## src/include/brownout_reset_pkg.sv

```systemverilog
// Constants, field layouts and types for the brown-out reset control block
package brownout_reset_pkg;

  localparam logic [1:0] MODE_OFF      = 2'h0;
  localparam logic [1:0] MODE_SOFT     = 2'h1;
  localparam logic [1:0] MODE_NO_SLEEP = 2'h2;
  localparam logic [1:0] MODE_ALWAYS   = 2'h3;

  localparam logic [3:0] ADDR_RESET_CAUSE = 4'h0;
  localparam logic [3:0] ADDR_OSC_CTRL    = 4'h1;
  localparam logic [3:0] ADDR_CLOCK_CAL   = 4'h2;
  localparam logic [3:0] ADDR_NVM_CTRL    = 4'h3;
  localparam logic [3:0] ADDR_STATUS      = 4'h4;

  localparam int BIT_POWER_ON   = 0;
  localparam int BIT_LOW_SUPPLY = 1;
  localparam int BIT_SOFT_EN    = 13;

  localparam logic [15:0] RESET_CAUSE_POR = 16'h0003;
  localparam logic [15:0] CLOCK_CAL_RST   = 16'h0000;
  localparam logic [15:0] NVM_CTRL_RST    = 16'h0000;
  localparam logic [2:0]  OSC_FAST_RC     = 3'h0;

  localparam int CLK_MHZ         = 250;
  localparam int POWERUP_DELAY_TIMER_MS         = 64;
  localparam int POWERUP_DELAY_TIMER_CYCLES_DEF = POWERUP_DELAY_TIMER_MS * 1000 * CLK_MHZ;
  localparam int POWERUP_DELAY_TIMER_W          = 25;
  // Cycles spent in power-on before release, so every pin filter has settled
  localparam int SYNC_SETTLE     = 4;

  typedef struct packed {
    logic [1:0] mode;       // supply_monitor_mode
    logic [1:0] threshold;  // supply_threshold_select
    logic       pwrtEn;
    logic       dsEn;       // deep_sleep_monitor_enable
    logic [2:0] initOsc;    // initial_osc_select_fuse
    logic       fscmEn;
  } fuse_cfg_t;

  typedef enum logic [1:0] {
    ST_POR   = 2'b00,
    ST_LOW   = 2'b01,
    ST_DELAY = 2'b10,
    ST_RUN   = 2'b11
  } seq_state_t;

endpackage : brownout_reset_pkg

```

## src/design/brownout_reset_control.sv

```systemverilog
// Brown-out reset sequencer, reset-cause and reset-type-dependent registers
//
// Chosen here: strobed register access and the placing of the registers.
`timescale 1ns/1ps
`default_nettype none
module brownout_reset_control
  import brownout_reset_pkg::*;
#(
  parameter int unsigned POWERUP_DELAY_TIMER_CYCLES = POWERUP_DELAY_TIMER_CYCLES_DEF
) (
  input  wire logic        ref_clk,
  input  wire logic        rst_n,
  input  wire fuse_cfg_t   fuses,
  input  wire logic        supplyBelow,
  input  wire logic        supplyBelowPor,
  input  wire logic        sleepActive,
  input  wire logic        deepSleepExit,
  input  wire logic        clockValid,
  input  wire logic [3:0]  addr,
  input  wire logic [15:0] wrData,
  input  wire logic        wrStb,
  input  wire logic        rdStb,
  output logic [15:0]      rdData,
  output logic             systemResetOut,
  output logic             monitorActive,
  output logic [1:0]       thresholdOut,
  output logic             fastRcSwitch,
  output logic             clockFailTrap,
  output logic             deepSleepMonitorOn
);

  // Pin inputs pass three flops; a change counts once stage 2 and 3 agree.
  // Index 0 supply low, 1 below power-on level, 2 clock source valid.
  localparam int N_PIN = 3;

  logic [N_PIN-1:0] pinRaw;
  logic [N_PIN-1:0] pinFilt;
  logic             lowF_q;
  logic             porF_q;
  logic             clkF_q;

  assign pinRaw = {clockValid, supplyBelowPor, supplyBelow};

  for (genvar i = 0; i < N_PIN; i++) begin : g_pin
    logic [2:0] sync_q;
    logic [2:0] sync_d;
    logic       filt_q;
    logic       filt_d;

    // A one-cycle disagreement holds the last agreed level, so a glitch
    // that meets only one stage never reaches the sequencer
    always_comb begin
      sync_d = {sync_q[1:0], pinRaw[i]};
      filt_d = (sync_q[2] == sync_q[1]) ? sync_q[2] : filt_q;
    end

    always_ff @(posedge ref_clk or negedge rst_n) begin
      if (!rst_n) begin
        sync_q <= 3'h0;
        filt_q <= 1'b0;
      end else begin
        sync_q <= sync_d;
        filt_q <= filt_d;
      end
    end

    assign pinFilt[i] = filt_q;
  end : g_pin

  assign lowF_q = pinFilt[0];
  assign porF_q = pinFilt[1];
  assign clkF_q = pinFilt[2];

  // Register state
  seq_state_t        state_q;
  seq_state_t        state_d;
  logic [POWERUP_DELAY_TIMER_W-1:0] cnt_q;
  logic [POWERUP_DELAY_TIMER_W-1:0] cnt_d;
  logic              porFlag_q;
  logic              porFlag_d;
  logic              lowFlag_q;
  logic              lowFlag_d;
  logic              softEn_q;
  logic              softEn_d;
  logic [12:0]       otherCause_q;
  logic [12:0]       otherCause_d;
  logic [15:0]       oscCtrl_q;
  logic [15:0]       oscCtrl_d;
  logic [15:0]       clockCal_q;
  logic [15:0]       clockCal_d;
  logic [15:0]       nvmCtrl_q;
  logic [15:0]       nvmCtrl_d;
  logic              fscmArmed_q;
  logic              fscmArmed_d;
  logic              trap_q;
  logic              trap_d;
  logic              fastRc_q;
  logic              fastRc_d;
  logic              system_reset_out_q;
  logic              system_reset_out_d;
  logic              monAct_q;
  logic              monAct_d;
  logic [15:0]       rd_q;
  logic [15:0]       rd_d;
  logic              monEn;
  logic              softVis;
  logic              porEvent;
  logic              borEvent;

  // Mode 01 hands control to software; 10 masks in sleep; 11 never masks
  always_comb begin
    unique case (fuses.mode)
      MODE_OFF: begin
        monEn = 1'b0;
      end
      MODE_SOFT: begin
        monEn = softEn_q;
      end
      MODE_NO_SLEEP: begin
        monEn = !sleepActive;
      end
      MODE_ALWAYS: begin
        monEn = 1'b1;
      end
    endcase
    softVis  = (fuses.mode == MODE_SOFT) && softEn_q;
    // Deep-sleep monitor keeps power-on detection armed
    porEvent = porF_q && (fuses.dsEn || !sleepActive);
    borEvent = monEn && lowF_q && !porEvent;
  end

  always_comb begin
    state_d      = state_q;
    cnt_d        = cnt_q;
    porFlag_d    = porFlag_q;
    lowFlag_d    = lowFlag_q;
    softEn_d     = softEn_q;
    otherCause_d = otherCause_q;
    oscCtrl_d    = oscCtrl_q;
    clockCal_d   = clockCal_q;
    nvmCtrl_d    = nvmCtrl_q;
    fscmArmed_d  = fscmArmed_q;
    trap_d       = 1'b0;
    fastRc_d     = fastRc_q;
    // Flags: software write first, hardware sets afterwards so a set wins
    if (wrStb) begin
      unique case (addr)
        ADDR_RESET_CAUSE: begin
          porFlag_d    = wrData[BIT_POWER_ON];
          lowFlag_d    = wrData[BIT_LOW_SUPPLY];
          softEn_d     = wrData[BIT_SOFT_EN];
          otherCause_d = {wrData[15:14], wrData[12:2]};
        end
        ADDR_OSC_CTRL: begin
          oscCtrl_d = wrData;
        end
        ADDR_CLOCK_CAL: begin
          clockCal_d = wrData;
        end
        ADDR_NVM_CTRL: begin
          nvmCtrl_d = wrData;
        end
        default: begin
          // Status is read-only; unmapped addresses drop the write
        end
      endcase
    end
    if (deepSleepExit) begin
      porFlag_d = 1'b1;
      lowFlag_d = 1'b1;
    end
    unique case (state_q)
      ST_POR: begin
        // Costs a few cycles per power-on, but the clock check that follows
        // release then sees a settled filter instead of its reset level
        if (porF_q) begin
          cnt_d = '0;
        end else if (cnt_q == POWERUP_DELAY_TIMER_W'(SYNC_SETTLE - 1)) begin
          state_d   = fuses.pwrtEn ? ST_DELAY : ST_RUN;
          cnt_d     = '0;
          oscCtrl_d = {1'b0, fuses.initOsc, 12'h000};
        end else begin
          cnt_d = cnt_q + POWERUP_DELAY_TIMER_W'(1);
        end
      end
      ST_LOW: begin
        if (!lowF_q || !monEn) begin
          state_d = fuses.pwrtEn ? ST_DELAY : ST_RUN;
          cnt_d   = '0;
        end
      end
      ST_DELAY: begin
        if (cnt_q == POWERUP_DELAY_TIMER_W'(POWERUP_DELAY_TIMER_CYCLES - 1)) begin
          state_d = ST_RUN;
        end else begin
          cnt_d = cnt_q + POWERUP_DELAY_TIMER_W'(1);
        end
      end
      ST_RUN: begin
        // Check the clock once on release; missing clock falls back to RC
        if (fscmArmed_q && fuses.fscmEn) begin
          fscmArmed_d = 1'b0;
          if (!clkF_q) begin
            fastRc_d = 1'b1;
            trap_d   = 1'b1;
            oscCtrl_d[14:12] = OSC_FAST_RC;
          end
        end
      end
    endcase
    if (porEvent) begin
      state_d = ST_POR;
      cnt_d   = '0;
    end else if (borEvent && state_q != ST_POR) begin
      state_d = ST_LOW;
      cnt_d   = '0;
    end
    // Reset-type-dependent loads; other registers are untouched
    if (porEvent) begin
      clockCal_d   = CLOCK_CAL_RST;
      nvmCtrl_d    = NVM_CTRL_RST;
      otherCause_d = '0;
      softEn_d     = 1'b0;
    end
    if ((porEvent || borEvent) && state_q == ST_RUN) begin
      oscCtrl_d   = {1'b0, fuses.initOsc, 12'h000};
      fscmArmed_d = 1'b1;
      fastRc_d    = 1'b0;
    end else if (state_q == ST_RUN && state_d != ST_RUN) begin
      fscmArmed_d = 1'b1;
    end
    // Hardware sets come last so they win over a same-cycle software clear
    if (porEvent) begin
      porFlag_d = 1'b1;
    end
    if (porEvent || (borEvent && monEn)) begin
      lowFlag_d = 1'b1;
    end
  end

  always_comb begin
    system_reset_out_d = (state_d != ST_RUN);
    monAct_d = monEn;
    rd_d     = 16'h0000;
    if (rdStb) begin
      unique case (addr)
        ADDR_RESET_CAUSE: begin
          rd_d = {otherCause_q[12:11], softVis, otherCause_q[10:0],
                  lowFlag_q, porFlag_q};
        end
        ADDR_OSC_CTRL: begin
          rd_d = oscCtrl_q;
        end
        ADDR_CLOCK_CAL: begin
          rd_d = clockCal_q;
        end
        ADDR_NVM_CTRL: begin
          rd_d = nvmCtrl_q;
        end
        ADDR_STATUS: begin
          rd_d = {12'h000, fuses.threshold, monEn, system_reset_out_q};
        end
        default: begin
          rd_d = 16'h0000;
        end
      endcase
    end
  end

  // Sequencer and the reset output
  always_ff @(posedge ref_clk or negedge rst_n) begin
    if (!rst_n) begin
      state_q  <= ST_POR;
      cnt_q    <= '0;
      system_reset_out_q <= 1'b1;
    end else begin
      state_q  <= state_d;
      cnt_q    <= cnt_d;
      system_reset_out_q <= system_reset_out_d;
    end
  end

  // Reset-cause flags; the block's own reset counts as a power-on
  always_ff @(posedge ref_clk or negedge rst_n) begin
    if (!rst_n) begin
      porFlag_q    <= 1'b1;
      lowFlag_q    <= 1'b1;
      softEn_q     <= 1'b0;
      otherCause_q <= '0;
    end else begin
      porFlag_q    <= porFlag_d;
      lowFlag_q    <= lowFlag_d;
      softEn_q     <= softEn_d;
      otherCause_q <= otherCause_d;
    end
  end

  // Software registers; the oscillator field is loaded on leaving power-on
  always_ff @(posedge ref_clk or negedge rst_n) begin
    if (!rst_n) begin
      oscCtrl_q  <= 16'h0000;
      clockCal_q <= CLOCK_CAL_RST;
      nvmCtrl_q  <= NVM_CTRL_RST;
    end else begin
      oscCtrl_q  <= oscCtrl_d;
      clockCal_q <= clockCal_d;
      nvmCtrl_q  <= nvmCtrl_d;
    end
  end

  // Clock monitor state
  always_ff @(posedge ref_clk or negedge rst_n) begin
    if (!rst_n) begin
      fscmArmed_q <= 1'b1;
      trap_q      <= 1'b0;
      fastRc_q    <= 1'b0;
    end else begin
      fscmArmed_q <= fscmArmed_d;
      trap_q      <= trap_d;
      fastRc_q    <= fastRc_d;
    end
  end

  // Registered outputs
  always_ff @(posedge ref_clk or negedge rst_n) begin
    if (!rst_n) begin
      monAct_q <= 1'b0;
      rd_q     <= 16'h0000;
    end else begin
      monAct_q <= monAct_d;
      rd_q     <= rd_d;
    end
  end

  // Threshold is a fuse pass-through, registered; no write path exists
  logic [1:0] thr_q;
  logic [1:0] thr_d;
  logic       ds_q;
  logic       ds_d;

  always_comb begin
    thr_d = fuses.threshold;
    ds_d  = fuses.dsEn;
  end

  always_ff @(posedge ref_clk or negedge rst_n) begin
    if (!rst_n) begin
      thr_q <= 2'h0;
      ds_q  <= 1'b0;
    end else begin
      thr_q <= thr_d;
      ds_q  <= ds_d;
    end
  end

  assign rdData             = rd_q;
  assign systemResetOut     = system_reset_out_q;
  assign monitorActive      = monAct_q;
  assign thresholdOut       = thr_q;
  assign fastRcSwitch       = fastRc_q;
  assign clockFailTrap      = trap_q;
  assign deepSleepMonitorOn = ds_q;

endmodule : brownout_reset_control
`default_nettype wire

```

## config.mk

```make
export PLATFORM = sky130hd
export DESIGN_NAME = brownout_reset_control
export DESIGN_NICKNAME = d
export VERILOG_FILES = /design/src/include/brownout_reset_pkg.sv /design/src/design/brownout_reset_control.sv
export SDC_FILE = /design/constraint.sdc
export NUM_CORES = 1
export LEC_CHECK = 0
export ABC_AREA = 1
export BUFFER_PORTS_ARGS = -buffer_cell sky130_fd_sc_hd__buf_4
export CAP_MARGIN = 20
export CORE_UTILIZATION = 45
export DETAILED_ROUTE_END_ITERATION = 10
export PLACE_DENSITY_LB_ADDON = 0.15
export SYNTH_ARGS = -nofsm -noshare
export SYNTH_HDL_FRONTEND = slang
export SYNTH_SLANG_ARGS = --single-unit
```

## constraint.sdc

```tcl
create_clock -name ref_clk -period 5 [get_ports ref_clk]
set_clock_uncertainty 0.1 [all_clocks]
set_input_delay 1.5 -clock ref_clk [delete_from_list [all_inputs] [get_ports ref_clk]]
set_output_delay 1.5 -clock ref_clk [all_outputs]
set_load 0.005 [all_outputs]
```

==> results.tsv <==
stage	metric	value	unit
run_status	status	finished clean	
global_route	grt_pass1_wl	26800	um
synth	synthArstFlopShare	1.00	
synth	synth_area_leaders	dfrtp_1 (49%), nand2_1 (12%), inv_1 (6.7%), nor2_1 (4.9%), o21ai_0 (3.9%)	
placement	dp_hpwl	11200	um
synth	netlist.area_leader.share	0.493	
floorplanning	die_w	120	um
timing	slew_headroom	0.367	
layout	area_growth	19.7	%
synth	ys_top_cells_by_count	nand2_1 (193), dfrtp_1 (123), inv_1 (112)	
route	drt_iter0_drc	488	
timing	finalCriticalPeriod	3460	ps
route	drc	0	
floorplanning	core	0.0134	mm2
placement	placed_cells	986	
placement	io_buffers	61	
layout	n_fill_cell	1257	
cts	post-cts-setup-buffer-count	0	
timing	setup_viol	0	
synth	synth.avg_cell_area	8.19	um2
setup_path	end_kind	flip-flop	
cts	clk_path_buf_depth	2	
route	vias	5327	
timing	drv_slew	0	
floorplanning	io_pins	62	
timing	setup-tns-final	0	ps
layout	register_area	0.00318	mm2
setup_path	crit_chain	buf_4, nor2_1, inv_1, nor3_4, buf_4, inv_1, nor2_4, inv_1, nand2_1, o21ai_1, a32o_1	
synth	syn-num-nets	807	
cts	ctsHoldBuffers	0	
cts	cts_buffers	17	
setup_path	cp.arrival	3670	ps
setup_path	crit_path_max_fanout	18	
synth	ys_ff_latch	127	
floorplanning	dieArea	0.0143	mm2
route	wire_per_inst	15.9	um
cts	clk_latency	430	ps
setup_path	critPathBufInv	5	
setup_path	critical_path_class	in -> reg	
timing	fin_ws	1540	ps
timing	fmax	289	MHz
floorplanning	row_count	42	
synth	yosysSeqAreaShare	0.510	
layout	final_cell_area	0.00746	mm2
setup_path	crit_slowest_cell	inv_1	
power_and_ir_drop	cellPowerDensity	439	mW/mm2
layout	multiInputGateArea	0.00250	mm2
route	vias_per_cell	5.23	
power_and_ir_drop	p_leak	3.67	nW
global_route	grt_max_degree	74	
cts	root_buffer	clkbuf_16	
route	finalWirelength	16100	um
route	first_pass_iters	5	
timing	rsz0062_at_grt	false	
timing	finalHoldViolCount	0	
timing	tightest_slew	950	ps
synth	yosysUniqueCellTypes	45	
floorplanning	start_util	0.465	
placement	post-place-ws	1110	ps
synth	synth-edff-count	0	
setup_path	worstPathRequired	5210	ps
global_route	grt_pass1_vias	5277	
global_route	grt_overflow	0	
synth	synth_top_area_cell	dfrtp_1	
placement	dpl-instance-area	0.00687	mm2
setup_path	start_kind	input port	
synth	yosysMostFrequentCell	nand2_1	
synth	synth_cells	762	
layout	num_antenna_cells	0	
cts	ctsResizeCount	0	
cts	htree_levels	4	
setup_path	cpMostUsedCell	inv_1	
synth	synthesis.area	0.00624	mm2
route	ant_nets	0	
power_and_ir_drop	worst_ir_drop_vdd	0.000248	V
floorplanning	die_h	120	um
layout	instances_no_fill	1018	
setup_path	max_stage_delay	440	ps
cts	cts_tree	built	
cts	clkTransAtPathRegs	60	ps
placement	gp_congestion	0.868	
run	max-cap-violations	0	
cts	cts_sinks	127	
layout	nets	874	
global_route	antenna_found_initial	0	
layout	drive_above_1_share	0.162	
synth	yosys_most_used_dff	dfrtp_1	
timing	hold_ws	248	ps
min_path	hold_path.class	reg -> reg	
synth	yosysWarnings	0	
setup_path	critical_path.top_delay_family	buffers and inverters	
timing	finalCritPeriodShare	0.692	
global_route	grt_usage	0.244	
## sequential cells by signal, indices dropped and copies added (netlist names)
name	flops
cnt_q	25
deepSleepMonitorOn	1
fastRcSwitch	1
g_pin.filt_q	2
otherCause_q	13
thresholdOut	2
clockFailTrap	1
clkF_q	1
oscCtrl_q	16
systemResetOut	1
rdData	16
fscmArmed_q	1
porFlag_q	1
clockCal_q	16
lowFlag_q	1
softEn_q	1
state_q	2
g_pin.sync_q	9
monitorActive	1
nvmCtrl_q	16
## metal layers
| metal | vias up | track usage | wire, um |
|---|---|---|---|
| met3 | 28 | 0.0428 | 809 |
| met5 | - | 0 | 0 |
| li1 | 2602 | - | - |
| met1 | 2541 | 0.337 | 7640 |
| met2 | 156 | 0.375 | 7400 |
| met4 | 0 | 0.106 | 293 |
## cells by family after synthesis
logic type / after synthesis / synth area share
muxes: 6 / 0.0106
buffers and inverters: 138 / 0.0889
DFF: 127 / 0.510
and+or+nand+nor: 352 / 0.245
xor gates and xnor gates: 1 / 0.00140
AOI/OAI and AO/OA: 129 / 0.127
adders and majority gates: 9 / 0.0169
## layout by cell type (no fill, tap or decap), types with 8 or more instances in the layout
cell       Yosys  layout
o21ai_0       48      48
clkbuf_16      0      17
nand2_1      193     193
a21oi_1       27      27
dfrtp_1      123     123
nor3_1        13      13
buf_4          0      67
a221oi_1      14      14
nand4_1       11      11
o21ai_1        8       8
inv_1        112     112
nand3_1       33      33
o22ai_1       15      15
nor2_1        81      81
## worst reg2reg max path, delay by kind of cell (launching register included)
family	cells	cell delay, ps
AND/OR/NAND/NOR	8	1470
flip-flops	1	460
buffers and inverters	2	300
adder cells (fa/ha/maj)	1	250
## power by group
group	switching [W]	internal, W
combinational	0.000479	0.000258
clock	0.000485	0.000755
sequential	0.0000988	0.00120
## worst paths after layout
kind,start,endpoint,slack (ps),cells after the start
min,g_pin[1].sync_q[0],g_pin[1].sync_q[1],250,0
max reg2reg,state_q[0],cnt_q[3],2320,11
min reg2reg,g_pin[1].sync_q[0],g_pin[1].sync_q[1],250,0
max,addr[3],oscCtrl_q[14],1540,11
max in group asynchronous,rst_n,fscmArmed_q,2840,2
min in group asynchronous,rst_n,thresholdOut[1],1110,1
## area by class of cell
class | count | share of cell area
Clock buffer | 19 | 0.0593
Tap cell | 176 | 0.0295
Inverter | 118 | 0.0593
Timing Repair Buffer | 68 | 0.0701
Sequential cell | 127 | 0.426
Clock inverter | 13 | 0.0203
Multi-Input combinational cell | 497 | 0.335
## per-stage QoR
| step | utilization | total power (W) |
|---|---|---|
| floorplan | - | 0.00181 |
| global placement | 0.513 | 0.00202 |
| detailed placement | 0.513 | 0.00204 |
| CTS | 0.557 | 0.00329 |
| global route | 0.557 | 0.00345 |
| finish | 0.557 | 0.00328 |
(Power assumes the default switching activity.)
